--- config.mk ---
export PLATFORM = sky130hd
export DESIGN_NAME = uart_baud_timing
export DESIGN_NICKNAME = d
export VERILOG_FILES = /design/src/inc/uart_baud_pkg.sv /design/src/hdl/uart_baud_timing.sv
export SDC_FILE = /design/constraint.sdc
export NUM_CORES = 1
export LEC_CHECK = 0
export BUFFER_PORTS_ARGS = -buffer_cell sky130_fd_sc_hd__buf_2
export CAP_MARGIN = 20
export CORE_ASPECT_RATIO = 0.9
export CORE_MARGIN = 1.5
export CORE_UTILIZATION = 45
export CTS_CLUSTER_DIAMETER = 60
export DETAILED_ROUTE_END_ITERATION = 12
export RECOVER_POWER = 50
export SLEW_MARGIN = 25
export SYNTH_ARGS = -nofsm -noshare
export SYNTH_HDL_FRONTEND = slang
export SYNTH_SLANG_ARGS = --single-unit
--- constraint.sdc ---
create_clock -name aclk -period 8.6 [get_ports aclk]
set_input_delay 0.86 -clock aclk [delete_from_list [all_inputs] [get_ports aclk]]
set_output_delay 0.86 -clock aclk [all_outputs]
set_load 0.005 [all_outputs]
--- src/inc/uart_baud_pkg.sv ---
/*
  shared constants and types for the serial bit-timing block:
  register offsets, field positions, reset values and state enums.
  assumes a 32-bit axi4-lite register bus with byte addressing.
*/
`default_nettype none
package uart_baud_pkg;
  // ----------------------------------------------------------------
  // register offsets (byte addresses)
  // ----------------------------------------------------------------
  localparam logic [7:0] ADDR_CTRL    = 8'h00; // power / tx / rx enables
  localparam logic [7:0] ADDR_CLKSEL  = 8'h04; // clock_source_select_reg
  localparam logic [7:0] ADDR_DIVISOR = 8'h08; // bit_divisor_reg
  localparam logic [7:0] ADDR_STATUS  = 8'h0C; // sticky and live state
  localparam logic [7:0] ADDR_TXDATA  = 8'h10; // write pushes the tx fifo
  localparam logic [7:0] ADDR_RXDATA  = 8'h14; // read takes received byte
  // ----------------------------------------------------------------
  // field positions
  // ----------------------------------------------------------------
  localparam int unsigned CTRL_POWER_BIT  = 7; // serial_power_on
  localparam int unsigned CTRL_TXE_BIT    = 6; // transmit_enable_bit
  localparam int unsigned CTRL_RXE_BIT    = 5; // receive_enable_bit
  localparam int unsigned ST_FIFO_EMPTY   = 0;
  localparam int unsigned ST_FIFO_FULL    = 1;
  localparam int unsigned ST_RX_FULL      = 2;
  localparam int unsigned ST_FRAME_ERR    = 3;
  localparam int unsigned ST_OVERRUN      = 4;
  localparam int unsigned ST_TX_BUSY      = 5;
  localparam int unsigned ST_RX_BUSY      = 6;
  // ----------------------------------------------------------------
  // reset values, limits and counts
  // ----------------------------------------------------------------
  localparam logic [3:0] CLKSEL_RESET   = 4'h0;
  localparam logic [7:0] DIV_RESET      = 8'hFF;
  localparam logic [7:0] DIV_MIN        = 8'h08;
  localparam logic [7:0] DIV_MAX        = 8'hFF;
  localparam logic [1:0] STRETCH_TICKS  = 2'h2; // extra base ticks on stop
  localparam logic [3:0] FRAME_DATA_BITS = 4'h8;
  localparam int unsigned FIFO_DEPTH    = 8;
  localparam logic [1:0] RESP_OKAY      = 2'h0;
  localparam logic [1:0] RESP_SLVERR    = 2'h2;
  // ----------------------------------------------------------------
  // types
  // ----------------------------------------------------------------
  typedef struct packed {
    logic power; // serial_power_on
    logic txe;   // transmit_enable_bit
    logic rxe;   // receive_enable_bit
  } serial_ctrl_s;
  typedef enum {TX_IDLE, TX_START, TX_DATA, TX_STOP, TX_STRETCH} tx_state_e;
  typedef enum {RX_IDLE, RX_START, RX_DATA, RX_STOP} rx_state_e;
endpackage
`default_nettype wire

--- src/hdl/uart_baud_timing.sv ---
/*
  serial_port_unit bit timing: base clock prescaler, transmit and
  receive bit counters, an 8-word transmit fifo and an axi4-lite slave.
  assumes one clock (aclk), synchronous active-low reset, and a serial
  input already synchronous to aclk.
*/
// Contract
// - divisor is 8 bits, only 8..255 accepted
// - bit rate is base clock over 2k
// - 4-bit field selects base clock source
// - receive samples timed by divisor counter
// - frame good only if stop bit sampled high
// - sample margin about k base clocks per frame
// - back-to-back stop bit gets two extra ticks
// - receiver restarts timing at each start bit
// - rx counter cleared when off, runs per frame
// - base clock low when off; tx counter cleared
`timescale 1ns/1ps
`default_nettype none

// ------------------------------------------------------------------
// fifo: parameterised width and depth, valid/ready on both sides
// ------------------------------------------------------------------
module tx_word_fifo #(
  parameter int unsigned WIDTH = 8,
  parameter int unsigned DEPTH = 8
) (
  input  wire logic             aclk,
  input  wire logic             aresetn,
  input  wire logic [WIDTH-1:0] in_data,
  input  wire logic             in_valid,
  output logic                  in_ready,
  output logic [WIDTH-1:0]      out_data,
  output logic                  out_valid,
  input  wire logic             out_ready
);
  localparam int unsigned AW = $clog2(DEPTH);
  logic [WIDTH-1:0] mem [DEPTH];   // storage words
  logic [AW-1:0]    wr_ptr;        // next slot to fill
  logic [AW-1:0]    rd_ptr;        // oldest slot
  logic [AW:0]      count;         // words held
  logic             push;
  logic             pop;

  assign in_ready  = (count != (AW+1)'(DEPTH));
  assign out_valid = (count != '0);
  assign out_data  = mem[rd_ptr];
  assign push      = in_valid && in_ready;
  assign pop       = out_valid && out_ready;

  // storage has no reset; only count decides what is valid
  always_ff @(posedge aclk) begin
    if (push) begin
      mem[wr_ptr] <= in_data;
    end
  end

  // pointers wrap at depth, so depth need not be a power of two
  always_ff @(posedge aclk) begin
    if (!aresetn) begin
      wr_ptr <= '0;
      rd_ptr <= '0;
      count  <= '0;
    end else begin
      if (push) begin
        wr_ptr <= (wr_ptr == AW'(DEPTH-1)) ? '0 : wr_ptr + 1'b1;
      end
      if (pop) begin
        rd_ptr <= (rd_ptr == AW'(DEPTH-1)) ? '0 : rd_ptr + 1'b1;
      end
      count <= count + (AW+1)'(push) - (AW+1)'(pop);
    end
  end
endmodule

// ------------------------------------------------------------------
// top: register slave plus transmit and receive timing
// ------------------------------------------------------------------
module uart_baud_timing
  import uart_baud_pkg::*;
#(
  parameter int unsigned FIFO_WORDS = FIFO_DEPTH
) (
  input  wire logic        aclk,
  input  wire logic        aresetn,
  input  wire logic [7:0]  s_axi_awaddr,
  input  wire logic        s_axi_awvalid,
  output logic             s_axi_awready,
  input  wire logic [31:0] s_axi_wdata,
  input  wire logic [3:0]  s_axi_wstrb,
  input  wire logic        s_axi_wvalid,
  output logic             s_axi_wready,
  output logic [1:0]       s_axi_bresp,
  output logic             s_axi_bvalid,
  input  wire logic        s_axi_bready,
  input  wire logic [7:0]  s_axi_araddr,
  input  wire logic        s_axi_arvalid,
  output logic             s_axi_arready,
  output logic [31:0]      s_axi_rdata,
  output logic [1:0]       s_axi_rresp,
  output logic             s_axi_rvalid,
  input  wire logic        s_axi_rready,
  input  wire logic        serial_rx,
  output logic             serial_tx
);
  // ----------------------------------------------------------------
  // declarations
  // ----------------------------------------------------------------
  serial_ctrl_s ctrl;              // enables
  logic [3:0]  base_clock_select;  // prescaler code
  logic [7:0]  bit_divisor_value;  // k
  logic [15:0] presc;              // free prescaler, held clear when off
  logic [15:0] sel_mask;           // low n bits set
  logic        base_tick;          // one base clock period elapsed
  logic [8:0]  bit_last;           // 2k-1: last tick of a bit
  logic [8:0]  half_last;          // k-1: middle of start bit
  logic        aw_held, w_held;    // write halves captured
  logic [7:0]  aw_addr;
  logic [31:0] w_data;
  logic [3:0]  w_strb;
  logic        wr_fire;            // write performed this cycle
  logic        wr_map;             // write address is mapped
  logic        fifo_in_ready, fifo_out_valid, tx_take;
  logic [7:0]  fifo_out_data;
  logic        rd_take;            // read address accepted
  logic        rx_read;            // rxdata read clears rx_full
  tx_state_e   tx_state;
  logic [8:0]  tx_cnt;             // transmission counter
  logic [1:0]  stretch_cnt;
  logic [3:0]  tx_bits;
  logic [7:0]  tx_shift;
  logic        tx_bit_done;
  rx_state_e   rx_state;
  logic [8:0]  rx_cnt;             // reception counter
  logic [3:0]  rx_bits;
  logic [7:0]  rx_shift, rx_buf;
  logic        rx_prev;            // last serial_rx for edge detect
  logic        rx_full, frame_err, overrun;
  logic        rx_tick_hit;

  // ----------------------------------------------------------------
  // base clock: aclk / 2^n, stopped and cleared while powered off
  // ----------------------------------------------------------------
  assign sel_mask  = (16'h0001 << base_clock_select) - 16'h0001;
  assign base_tick = ctrl.power && ((presc & sel_mask) == sel_mask);
  assign bit_last  = {bit_divisor_value, 1'b0} - 9'h001;
  assign half_last = {1'b0, bit_divisor_value} - 9'h001;

  // prescaler only runs with power, so the base clock stays low
  always_ff @(posedge aclk) begin
    if (!aresetn || !ctrl.power) begin
      presc <= '0;
    end else begin
      presc <= presc + 16'h0001;
    end
  end

  // ----------------------------------------------------------------
  // axi4-lite write channel
  // ----------------------------------------------------------------
  assign s_axi_awready = !aw_held && !s_axi_bvalid;
  assign s_axi_wready  = !w_held && !s_axi_bvalid;
  assign wr_map  = (aw_addr <= ADDR_RXDATA) && (aw_addr[1:0] == 2'h0);
  // a txdata write waits for fifo room: back-pressure via bvalid
  assign wr_fire = aw_held && w_held && !s_axi_bvalid &&
                   (aw_addr != ADDR_TXDATA || fifo_in_ready);

  // capture each half, perform when both are present
  always_ff @(posedge aclk) begin
    if (!aresetn) begin
      aw_held      <= 1'b0;
      w_held       <= 1'b0;
      aw_addr      <= '0;
      w_data       <= '0;
      w_strb       <= '0;
      s_axi_bvalid <= 1'b0;
      s_axi_bresp  <= RESP_OKAY;
    end else begin
      if (s_axi_awvalid && s_axi_awready) begin
        aw_held <= 1'b1;
        aw_addr <= s_axi_awaddr;
      end
      if (s_axi_wvalid && s_axi_wready) begin
        w_held <= 1'b1;
        w_data <= s_axi_wdata;
        w_strb <= s_axi_wstrb;
      end
      if (wr_fire) begin
        aw_held      <= 1'b0;
        w_held       <= 1'b0;
        s_axi_bvalid <= 1'b1;
        s_axi_bresp  <= wr_map ? RESP_OKAY : RESP_SLVERR;
      end else if (s_axi_bready) begin
        s_axi_bvalid <= 1'b0;
      end
    end
  end

  // control registers; all fields live in byte lane 0
  always_ff @(posedge aclk) begin
    if (!aresetn) begin
      ctrl              <= '0;
      base_clock_select <= CLKSEL_RESET;
      bit_divisor_value <= DIV_RESET;
    end else if (wr_fire && w_strb[0]) begin
      case (aw_addr)
        ADDR_CTRL: begin
          ctrl <= '{w_data[CTRL_POWER_BIT], w_data[CTRL_TXE_BIT], w_data[CTRL_RXE_BIT]};
        end
        ADDR_CLKSEL: begin
          base_clock_select <= w_data[3:0];
        end
        ADDR_DIVISOR: begin
          // values below the minimum are ignored, old divisor kept
          if (w_data[7:0] >= DIV_MIN && w_data[7:0] <= DIV_MAX) begin
            bit_divisor_value <= w_data[7:0];
          end
        end
        default: begin
        end
      endcase
    end
  end

  // ----------------------------------------------------------------
  // axi4-lite read channel: one cycle to answer
  // ----------------------------------------------------------------
  assign s_axi_arready = !s_axi_rvalid;
  assign rd_take       = s_axi_arvalid && s_axi_arready;
  assign rx_read       = rd_take && (s_axi_araddr == ADDR_RXDATA);

  // read mux registered into rdata
  always_ff @(posedge aclk) begin
    if (!aresetn) begin
      s_axi_rvalid <= 1'b0;
      s_axi_rdata  <= '0;
      s_axi_rresp  <= RESP_OKAY;
    end else if (rd_take) begin
      s_axi_rvalid <= 1'b1;
      s_axi_rresp  <= RESP_OKAY;
      s_axi_rdata  <= '0;
      case (s_axi_araddr)
        ADDR_CTRL: begin
          s_axi_rdata[CTRL_POWER_BIT] <= ctrl.power;
          s_axi_rdata[CTRL_TXE_BIT]   <= ctrl.txe;
          s_axi_rdata[CTRL_RXE_BIT]   <= ctrl.rxe;
        end
        ADDR_CLKSEL:  s_axi_rdata[3:0] <= base_clock_select;
        ADDR_DIVISOR: s_axi_rdata[7:0] <= bit_divisor_value;
        ADDR_STATUS: begin
          s_axi_rdata[ST_FIFO_EMPTY] <= !fifo_out_valid;
          s_axi_rdata[ST_FIFO_FULL]  <= !fifo_in_ready;
          s_axi_rdata[ST_RX_FULL]    <= rx_full;
          s_axi_rdata[ST_FRAME_ERR]  <= frame_err;
          s_axi_rdata[ST_OVERRUN]    <= overrun;
          s_axi_rdata[ST_TX_BUSY]    <= (tx_state != TX_IDLE);
          s_axi_rdata[ST_RX_BUSY]    <= (rx_state != RX_IDLE);
        end
        ADDR_RXDATA:  s_axi_rdata[7:0] <= rx_buf;
        ADDR_TXDATA:  s_axi_rdata      <= '0; // write-only, reads zero
        default:      s_axi_rresp      <= RESP_SLVERR;
      endcase
    end else if (s_axi_rready) begin
      s_axi_rvalid <= 1'b0;
    end
  end

  // ----------------------------------------------------------------
  // transmit fifo and transmitter
  // ----------------------------------------------------------------
  tx_word_fifo #(.WIDTH(8), .DEPTH(FIFO_WORDS)) u_fifo (
    .aclk      (aclk),
    .aresetn   (aresetn),
    .in_data   (w_data[7:0]),
    .in_valid  (wr_fire && aw_addr == ADDR_TXDATA),
    .in_ready  (fifo_in_ready),
    .out_data  (fifo_out_data),
    .out_valid (fifo_out_valid),
    .out_ready (tx_take)
  );

  assign tx_bit_done = base_tick && (tx_cnt == bit_last);
  // next word taken from idle, or once the stop stretch has run out
  assign tx_take = ctrl.power && ctrl.txe && fifo_out_valid &&
                   ((tx_state == TX_IDLE) ||
                    (tx_state == TX_STRETCH && base_tick &&
                     stretch_cnt == STRETCH_TICKS - 2'h1));

  // frame: start, eight data bits lsb first, stop
  always_ff @(posedge aclk) begin
    if (!aresetn || !ctrl.power || !ctrl.txe) begin
      tx_state    <= TX_IDLE;
      tx_cnt      <= '0;
      stretch_cnt <= '0;
      tx_bits     <= '0;
      tx_shift    <= '0;
      serial_tx   <= 1'b1;
    end else begin
      if (tx_take) begin
        tx_cnt <= '0; // counter restarts with each frame
      end else if (base_tick) begin
        tx_cnt <= (tx_cnt == bit_last) ? '0 : tx_cnt + 9'h001;
      end
      case (tx_state)
        TX_IDLE, TX_STRETCH: begin
          if (tx_take) begin
            tx_state  <= TX_START;
            tx_shift  <= fifo_out_data;
            serial_tx <= 1'b0;
          end else if (tx_state == TX_STRETCH && base_tick) begin
            stretch_cnt <= stretch_cnt + 2'h1;
          end
        end
        TX_START: begin
          if (tx_bit_done) begin
            tx_state  <= TX_DATA;
            tx_bits   <= '0;
            serial_tx <= tx_shift[0];
          end
        end
        TX_DATA: begin
          if (tx_bit_done) begin
            tx_bits  <= tx_bits + 4'h1;
            tx_shift <= {1'b0, tx_shift[7:1]};
            if (tx_bits == FRAME_DATA_BITS - 4'h1) begin
              tx_state  <= TX_STOP;
              serial_tx <= 1'b1;
            end else begin
              serial_tx <= tx_shift[1];
            end
          end
        end
        TX_STOP: begin
          if (tx_bit_done) begin
            // back to back: stop bit grows by two base ticks
            tx_state    <= fifo_out_valid ? TX_STRETCH : TX_IDLE;
            stretch_cnt <= '0;
          end
        end
        default: tx_state <= TX_IDLE;
      endcase
    end
  end

  // ----------------------------------------------------------------
  // receiver: timing restarts at every start bit
  // ----------------------------------------------------------------
  // sampling mid-bit leaves about k base ticks either side; the
  // far transmitter must stay within that tolerance
  assign rx_tick_hit = base_tick &&
                       (rx_cnt == ((rx_state == RX_START) ? half_last : bit_last));

  // frame reception and sticky status
  always_ff @(posedge aclk) begin
    if (!aresetn) begin
      rx_state  <= RX_IDLE;
      rx_cnt    <= '0;
      rx_bits   <= '0;
      rx_shift  <= '0;
      rx_buf    <= '0;
      rx_prev   <= 1'b1;
      rx_full   <= 1'b0;
      frame_err <= 1'b0;
      overrun   <= 1'b0;
    end else begin
      rx_prev <= serial_rx;
      // clears first, so a same-cycle set below wins
      if (rx_read) begin
        rx_full <= 1'b0;
      end
      if (wr_fire && aw_addr == ADDR_STATUS && w_strb[0]) begin
        frame_err <= frame_err & ~w_data[ST_FRAME_ERR];
        overrun   <= overrun & ~w_data[ST_OVERRUN];
      end
      if (!ctrl.power || !ctrl.rxe) begin
        rx_state <= RX_IDLE;
        rx_cnt   <= '0;
      end else begin
        if (rx_state == RX_IDLE || rx_tick_hit) begin
          rx_cnt <= '0;
        end else if (base_tick) begin
          rx_cnt <= rx_cnt + 9'h001;
        end
        case (rx_state)
          RX_IDLE: begin
            if (rx_prev && !serial_rx) begin
              rx_state <= RX_START;
            end
          end
          RX_START: begin
            // half a bit in: start still low, else treat as glitch
            if (rx_tick_hit) begin
              rx_state <= serial_rx ? RX_IDLE : RX_DATA;
              rx_bits  <= '0;
            end
          end
          RX_DATA: begin
            if (rx_tick_hit) begin
              rx_shift <= {serial_rx, rx_shift[7:1]};
              rx_bits  <= rx_bits + 4'h1;
              if (rx_bits == FRAME_DATA_BITS - 4'h1) begin
                rx_state <= RX_STOP;
              end
            end
          end
          RX_STOP: begin
            if (rx_tick_hit) begin
              rx_state <= RX_IDLE; // counter stops until next start
              if (serial_rx) begin
                rx_buf  <= rx_shift;
                rx_full <= 1'b1;
                if (rx_full && !rx_read) begin
                  overrun <= 1'b1;
                end
              end else begin
                frame_err <= 1'b1;
              end
            end
          end
          default: rx_state <= RX_IDLE;
        endcase
      end
    end
  end
endmodule
`default_nettype wire

==> results of run 1 <==
[Yosys cell counts, drive strengths merged, types with 6 or more instances]
library cell,instances,share of area (%)
nand2,138,5.2
dfxtp,136,27
nor2,91,3.4
a21oi,71,3.6
edfxtp,64,19
buf,45,3.1
mux2i,42,4.2
clkbuf,41,1.5
inv,36,1.4
nand3,34,1.8
o21ai,29,1.5
nand4,26,1.6
ha,22,2.8
xnor2,21,1.8
xor2,21,1.8
o31ai,18,1.4
nor3,17,1.0
mux4,16,3.6
or3,14,1.0
and2,13,0.81
or4,12,0.90
nand2b,9,0.56
and3,8,0.50
o211ai,7,0.53
a222oi,6,0.60
a31oi,6,0.38
and4,6,0.53
nor2b,6,0.38
nor4,6,0.44
or2,6,0.38
[per-stage QoR]
stage	instances	total power, uW	hold slack, ps
3_5_place_dp	1330	1070	446
5_1_grt	1363	1960	486
2_1_floorplan	1071	1050	431
6_report	1363	1890	456
3_3_place_gp	1330	1070	444
4_1_cts	1362	1910	457
[power by group]
part	total (uW)	leakage [uW]	internal (uW)	switching, uW
combinational	51.7	0.00182	18.5	33.2
clock	844	0.000307	409	434
sequential	997	0.00169	982	15.1
total	1890	0.00381	1410	483
[layer usage]
layer  GRT usage (%)  vias up
met2            31.2      165
met4            6.54        0
met3            4.30       33
li1                -     3774
met5               0        -
met1            27.6     3647
[area by class of cell]
class	instances	area, um^2	share of cell area [%]
clock buffer	17	425	3.90
inverter	37	139	1.27
tap	291	364	3.34
multi-input combinational	748	4850	44.4
timing repair buffer	55	282	2.58
clock inverter	15	209	1.91
sequential	200	4640	42.6
[worst min-delay path, stage by stage (launching register included)]
cell and delay, ps:
dfxtp_1 310, nand2_1 50, a21oi_1 50
[state kept, by name, indices dropped and copies added, names as in the netlist, 3 cells and up, named ones only]
register and cells:
w_data 8, rx_bits 4, presc 15, u_fifo.mem 64, u_fifo.rd_ptr 3, aw_addr 8
ctrl 3, rx_shift 8, u_fifo.count 4, rx_buf 8, tx_shift 8, u_fifo.wr_ptr 3
base_clock_select 4, tx_cnt 9, s_axi_rdata 8, tx_bits 4, bit_divisor_value 8, tx_state 3
rx_cnt 9
[cell families after synthesis]
| kind of cell | synth area share (%) |
|---|---|
| AO/OA/AOI/OAI | 12.5 |
| XOR/XNOR | 3.90 |
| adder cells (fa/ha/maj) | 2.95 |
| buffers and inverters | 5.98 |
| flip-flops | 46.4 |
| multiplexers | 7.81 |
| other | 0.0375 |
| AND/OR/NAND/NOR | 20.4 |
[path summary, 6_finish.rpt]
| kind | from | endpoint | slack [ps] | cells past startpoint |
|---|---|---|---|---|
| max reg2reg | base_clock_select[3] | rx_cnt[3] | 4050 | 10 |
| min reg2reg | aw_addr[1] | aw_addr[1] | 460 | 2 |
| max | base_clock_select[3] | rx_cnt[3] | 4050 | 10 |
| min | aw_addr[1] | aw_addr[1] | 460 | 2 |
==> reports/metrics.cfg, run 1 <==
[synthesis]
synth_area_mm2=0.0100
synthCells=1046
synth_warnings=0
synth-seq-cells=200
synth-main-ff-cell=dfxtp_1
syn_avg_cell_area_um2=9.56
async_flop_share_pct=0
synth-edff-count=64
ys_seq_area_share_pct=46.4
synth_cell_types=81

[placement]
post-place-ws_ps=4040
portBuffers=48
dp_hpwl_um=15200
post_dp_cell_area_mm2=0.0103
gp_congestion=0.832

[outcome]
outcome=finished with violations
violations=max-capacitance violations, max-slew violations

[grt]
grt_use_total_pct=20.0
grt_pass1_vias=6860
grt_max_degree=56
grt_first_pass_wirelength_um=36100
overflow=0
antenna_found_initial=0

[run]
max_cap_viol_count=2

[route]
drtIter0Drc=569
avgViaCountPerCell=5.59
routedWlPerCell_um=16.4
routed_wl_um=22400
num_vias=7619
drt_pre_antenna_iters=12
top_layer_used=met4
detail-route-antenna-nets=0
wl_met2_um=9920
wl_met3_um=985
wl_met1_um=11100
drc=0

[clock_network]
postCtsSetupBuffers=0
clk_pin_slew_worst_paths_ps=80
clock_path_buffers=2
clockRootBuffer=clkbuf_16
clock_sinks=200
cts_buffers=17
cts_tree=done
htree_levels=4
holdBufCountCts=0
insertion_delay_ps=450
ctsResizeCount=0

[floorplan]
die-area_mm2=0.0231
start_util_pct=46.1
io_pins=102
dieHeight_um=144
core_area_mm2=0.0217
die_w_um=160
rows=51

[cells_and_area]
fin_area_mm2=0.0109
layout_common_cells=138 x nand2_1, 136 x dfxtp_1, 91 x nor2_1, 71 x a21oi_1, 64 x edfxtp_1
final_util_pct=50.3
syn_to_final_growth_pct=9.15
nets=1142
final_common_cell=nand2_1
num_antenna_cells=0
nFillCells=2024
drive_gt1_share_pct=10.5

[power_and_ir_drop]
leakage_uw=0.00381
power_density_mw_per_mm2=173
irDropWorstVdd_v=0.000122

[timing]
finalMaxSlewViolations=96
finalHoldViolations=0
worstMarginPinSlew_ps=1860
rsz0062_at_grt=no
layout_setup_ws_ps=4050
max_freq_ghz=0.220
min_period_ps=4550
relSlewSlack_pct=-24.1
clock_skew_ps=13.3
fin_crit_sh_pct=52.9
timing.setup.tns_ps=0
setup_viol=0

[worst_setup_path]
crit_family=simple AND/OR/NAND/NOR gates
path_cells=nor3_1 > nand2b_1 > ha_1 > xor2_1 > o311ai_0 > o21bai_1 > and4_1 > nand4_1 > o21ai_1 > nor2_1
path_buf_inv=0
slowest_stage=nand4_1
critPathKind=reg -> reg
arrival_ps=4860
crit_path_max_fanout=21
cp.required_ps=8910
worst_setup_path_start_kind=flip-flop
max_stage_delay_ps=970
end_kind=flip-flop

[hold_path]
hp-class=reg -> reg

Note: power is estimated with default switching activity, not from simulation.
==> run 2, diff against run 1 <==
PLACE_DENSITY = 0.66   (was not set)
clock period = 3.7 ns   (was 8.6 ns; I/O delays follow)
==> run 2 against run 1 <==
Net effect:
- the flow now finishes without violations
- register-to-register slack got worse by 3700 ps
- critical path depth increased by 6
- global-route usage increased by 0.47 points
- first-iteration DRC count decreased by 12%
- clock skew increased by 4.2 ps
- flip-flop and latch count unchanged
- wire length increased by 1.1%
- die area unchanged
==> reports/metrics.cfg, run 2 (synthesis results as in run 1) <==
[floorplan]
core_area_mm2=0.0217
die-area_mm2=0.0231
start_util_pct=46.1
die_w_um=160
dieHeight_um=144
io_pins=102
rows=51

[timing]
timing.setup.tns_ps=0
clock_skew_ps=17.5
fin_crit_sh_pct=90.2
finalMaxSlewViolations=0
finalHoldViolations=0
setup_viol=0
min_period_ps=3340
rsz0062_at_grt=no
worstMarginPinSlew_ps=1220
max_freq_ghz=0.299
relSlewSlack_pct=18.8

[worst_setup_path]
reg2reg_to=u_fifo.count[2]
worst_setup_path_start_kind=flip-flop
crit_path_max_fanout=10
end_kind=flip-flop
rrSetupSlack_ps=360
critPathKind=reg -> reg
arrival_ps=3630
cp.required_ps=3990
slowest_stage=fa_1
r2r_cells=16
path_cells=nor3_2 > nand2b_1 > ha_2 > xor2_1 > o311ai_0 > o21bai_1 > and4_1 > a31oi_2 > nor2_2 > ha_1 > inv_1 > ha_1 > inv_1 > fa_1 > xor2_1 > nor2_1
r2r_start=base_clock_select[1]
max_stage_delay_ps=380

[route]
drc=0
drtIter0Drc=503
num_vias=7739
avgViaCountPerCell=5.62
routed_wl_um=22700
detail-route-antenna-nets=0
routedWlPerCell_um=16.4
drt_pre_antenna_iters=6

[grt]
grt_pass1_vias=7166
antenna_found_initial=0
overflow=0
grt_first_pass_wirelength_um=37600
grt_max_degree=56
grt_use_total_pct=20.4

[clock_network]
cts_tree=done
postCtsSetupBuffers=0
clock_sinks=200
clockRootBuffer=clkbuf_16
insertion_delay_ps=450
holdBufCountCts=0
ctsResizeCount=0
cts_buffers=17
clock_path_buffers=2
clk_pin_slew_worst_paths_ps=70
htree_levels=4

[power_and_ir_drop]
leakage_uw=0.00386
irDropWorstVdd_v=0.000323
finalPower_uw=4280
power_density_mw_per_mm2=390

[placement]
portBuffers=48
gp_congestion=0.850
post_dp_cell_area_mm2=0.0104
dp_hpwl_um=15900

[cells_and_area]
fin_area_mm2=0.0110
layout_common_cells=138 x nand2_1, 136 x dfxtp_1, 90 x nor2_1, 71 x a21oi_1, 64 x edfxtp_1
nets=1157
top_regs=u_fifo.mem: 64 flops, presc: 15 flops
largest_reg_flops=64
top_register=u_fifo.mem
num_antenna_cells=0
drive_gt1_share_pct=12.1
final_common_cell=nand2_1
syn_to_final_growth_pct=9.90

[run]
max_cap_viol_count=0

[hold_path]
worstHoldPathCells=2
holdPathEnd=s_axi_rvalid
min_from=s_axi_rready
hp-class=in -> reg

[outcome]
outcome=completed

-- run 2: final cells by class --
| class | instances | area (um^2) |
|---|---|---|
| fillers | 2050 | 10700 |
| multi-input cells | 748 | 4870 |
| flip-flops and latches | 200 | 4640 |
| clock buffers | 17 | 425 |
| repair buffers | 70 | 387 |
| well taps | 291 | 364 |
| clock inverters | 15 | 163 |
| inverters | 37 | 139 |
-- run 2: how the worst max path moves through the flow --
stage / startpoint / to / slack, ps / cells after the start
finish: base_clock_select[1] / u_fifo.count[2] / 360 / 16
global route: base_clock_select[1] / u_fifo.count[3] / 30 / 16
CTS: base_clock_select[1] / u_fifo.count[2] / 170 / 16
detailed placement: base_clock_select[1] / u_fifo.count[2] / 190 / 16
global placement: base_clock_select[1] / u_fifo.count[2] / 270 / 16
floorplan: base_clock_select[2] / u_fifo.count[2] / 40 / 19
-- run 2: power by group --
part | switching, uW | leakage (uW) | internal, uW
combinational | 79.6 | 0.00189 | 42.8
clock | 931 | 0.000291 | 912
sequential | 36.3 | 0.00169 | 2280
-- run 2: worst max-delay path, delay by kind of cell, from the launching register on --
family | cells | cell delay (ps)
fa+ha+maj | 4 | 1100
buf+inv | 2 | 110
simple gates | 5 | 660
flops | 1 | 330
xor+xnor | 2 | 310
compound gates | 3 | 690
-- run 2: per-layer routing --
layer | up-vias | GRT usage [%] | wire length [um]
li1 | 3793 | - | -
met1 | 3713 | 28.7 | 11000
met2 | 209 | 32.9 | 10400
met3 | 24 | 3.44 | 1020
met4 | 0 | 4.92 | 201
met5 | - | 0 | 0
-- run 2: stage by stage --
step	worst slack [ps]	util [%]	cells	hold WS, ps
final	361	50.7	1378	98.6
after global routing	27.9	50.7	1378	118
after CTS	167	50.7	1378	85.2
after detailed placement	189	48.0	1346	443
after global placement	272	48.0	1346	442
after floorplan	41.1	-	1071	431
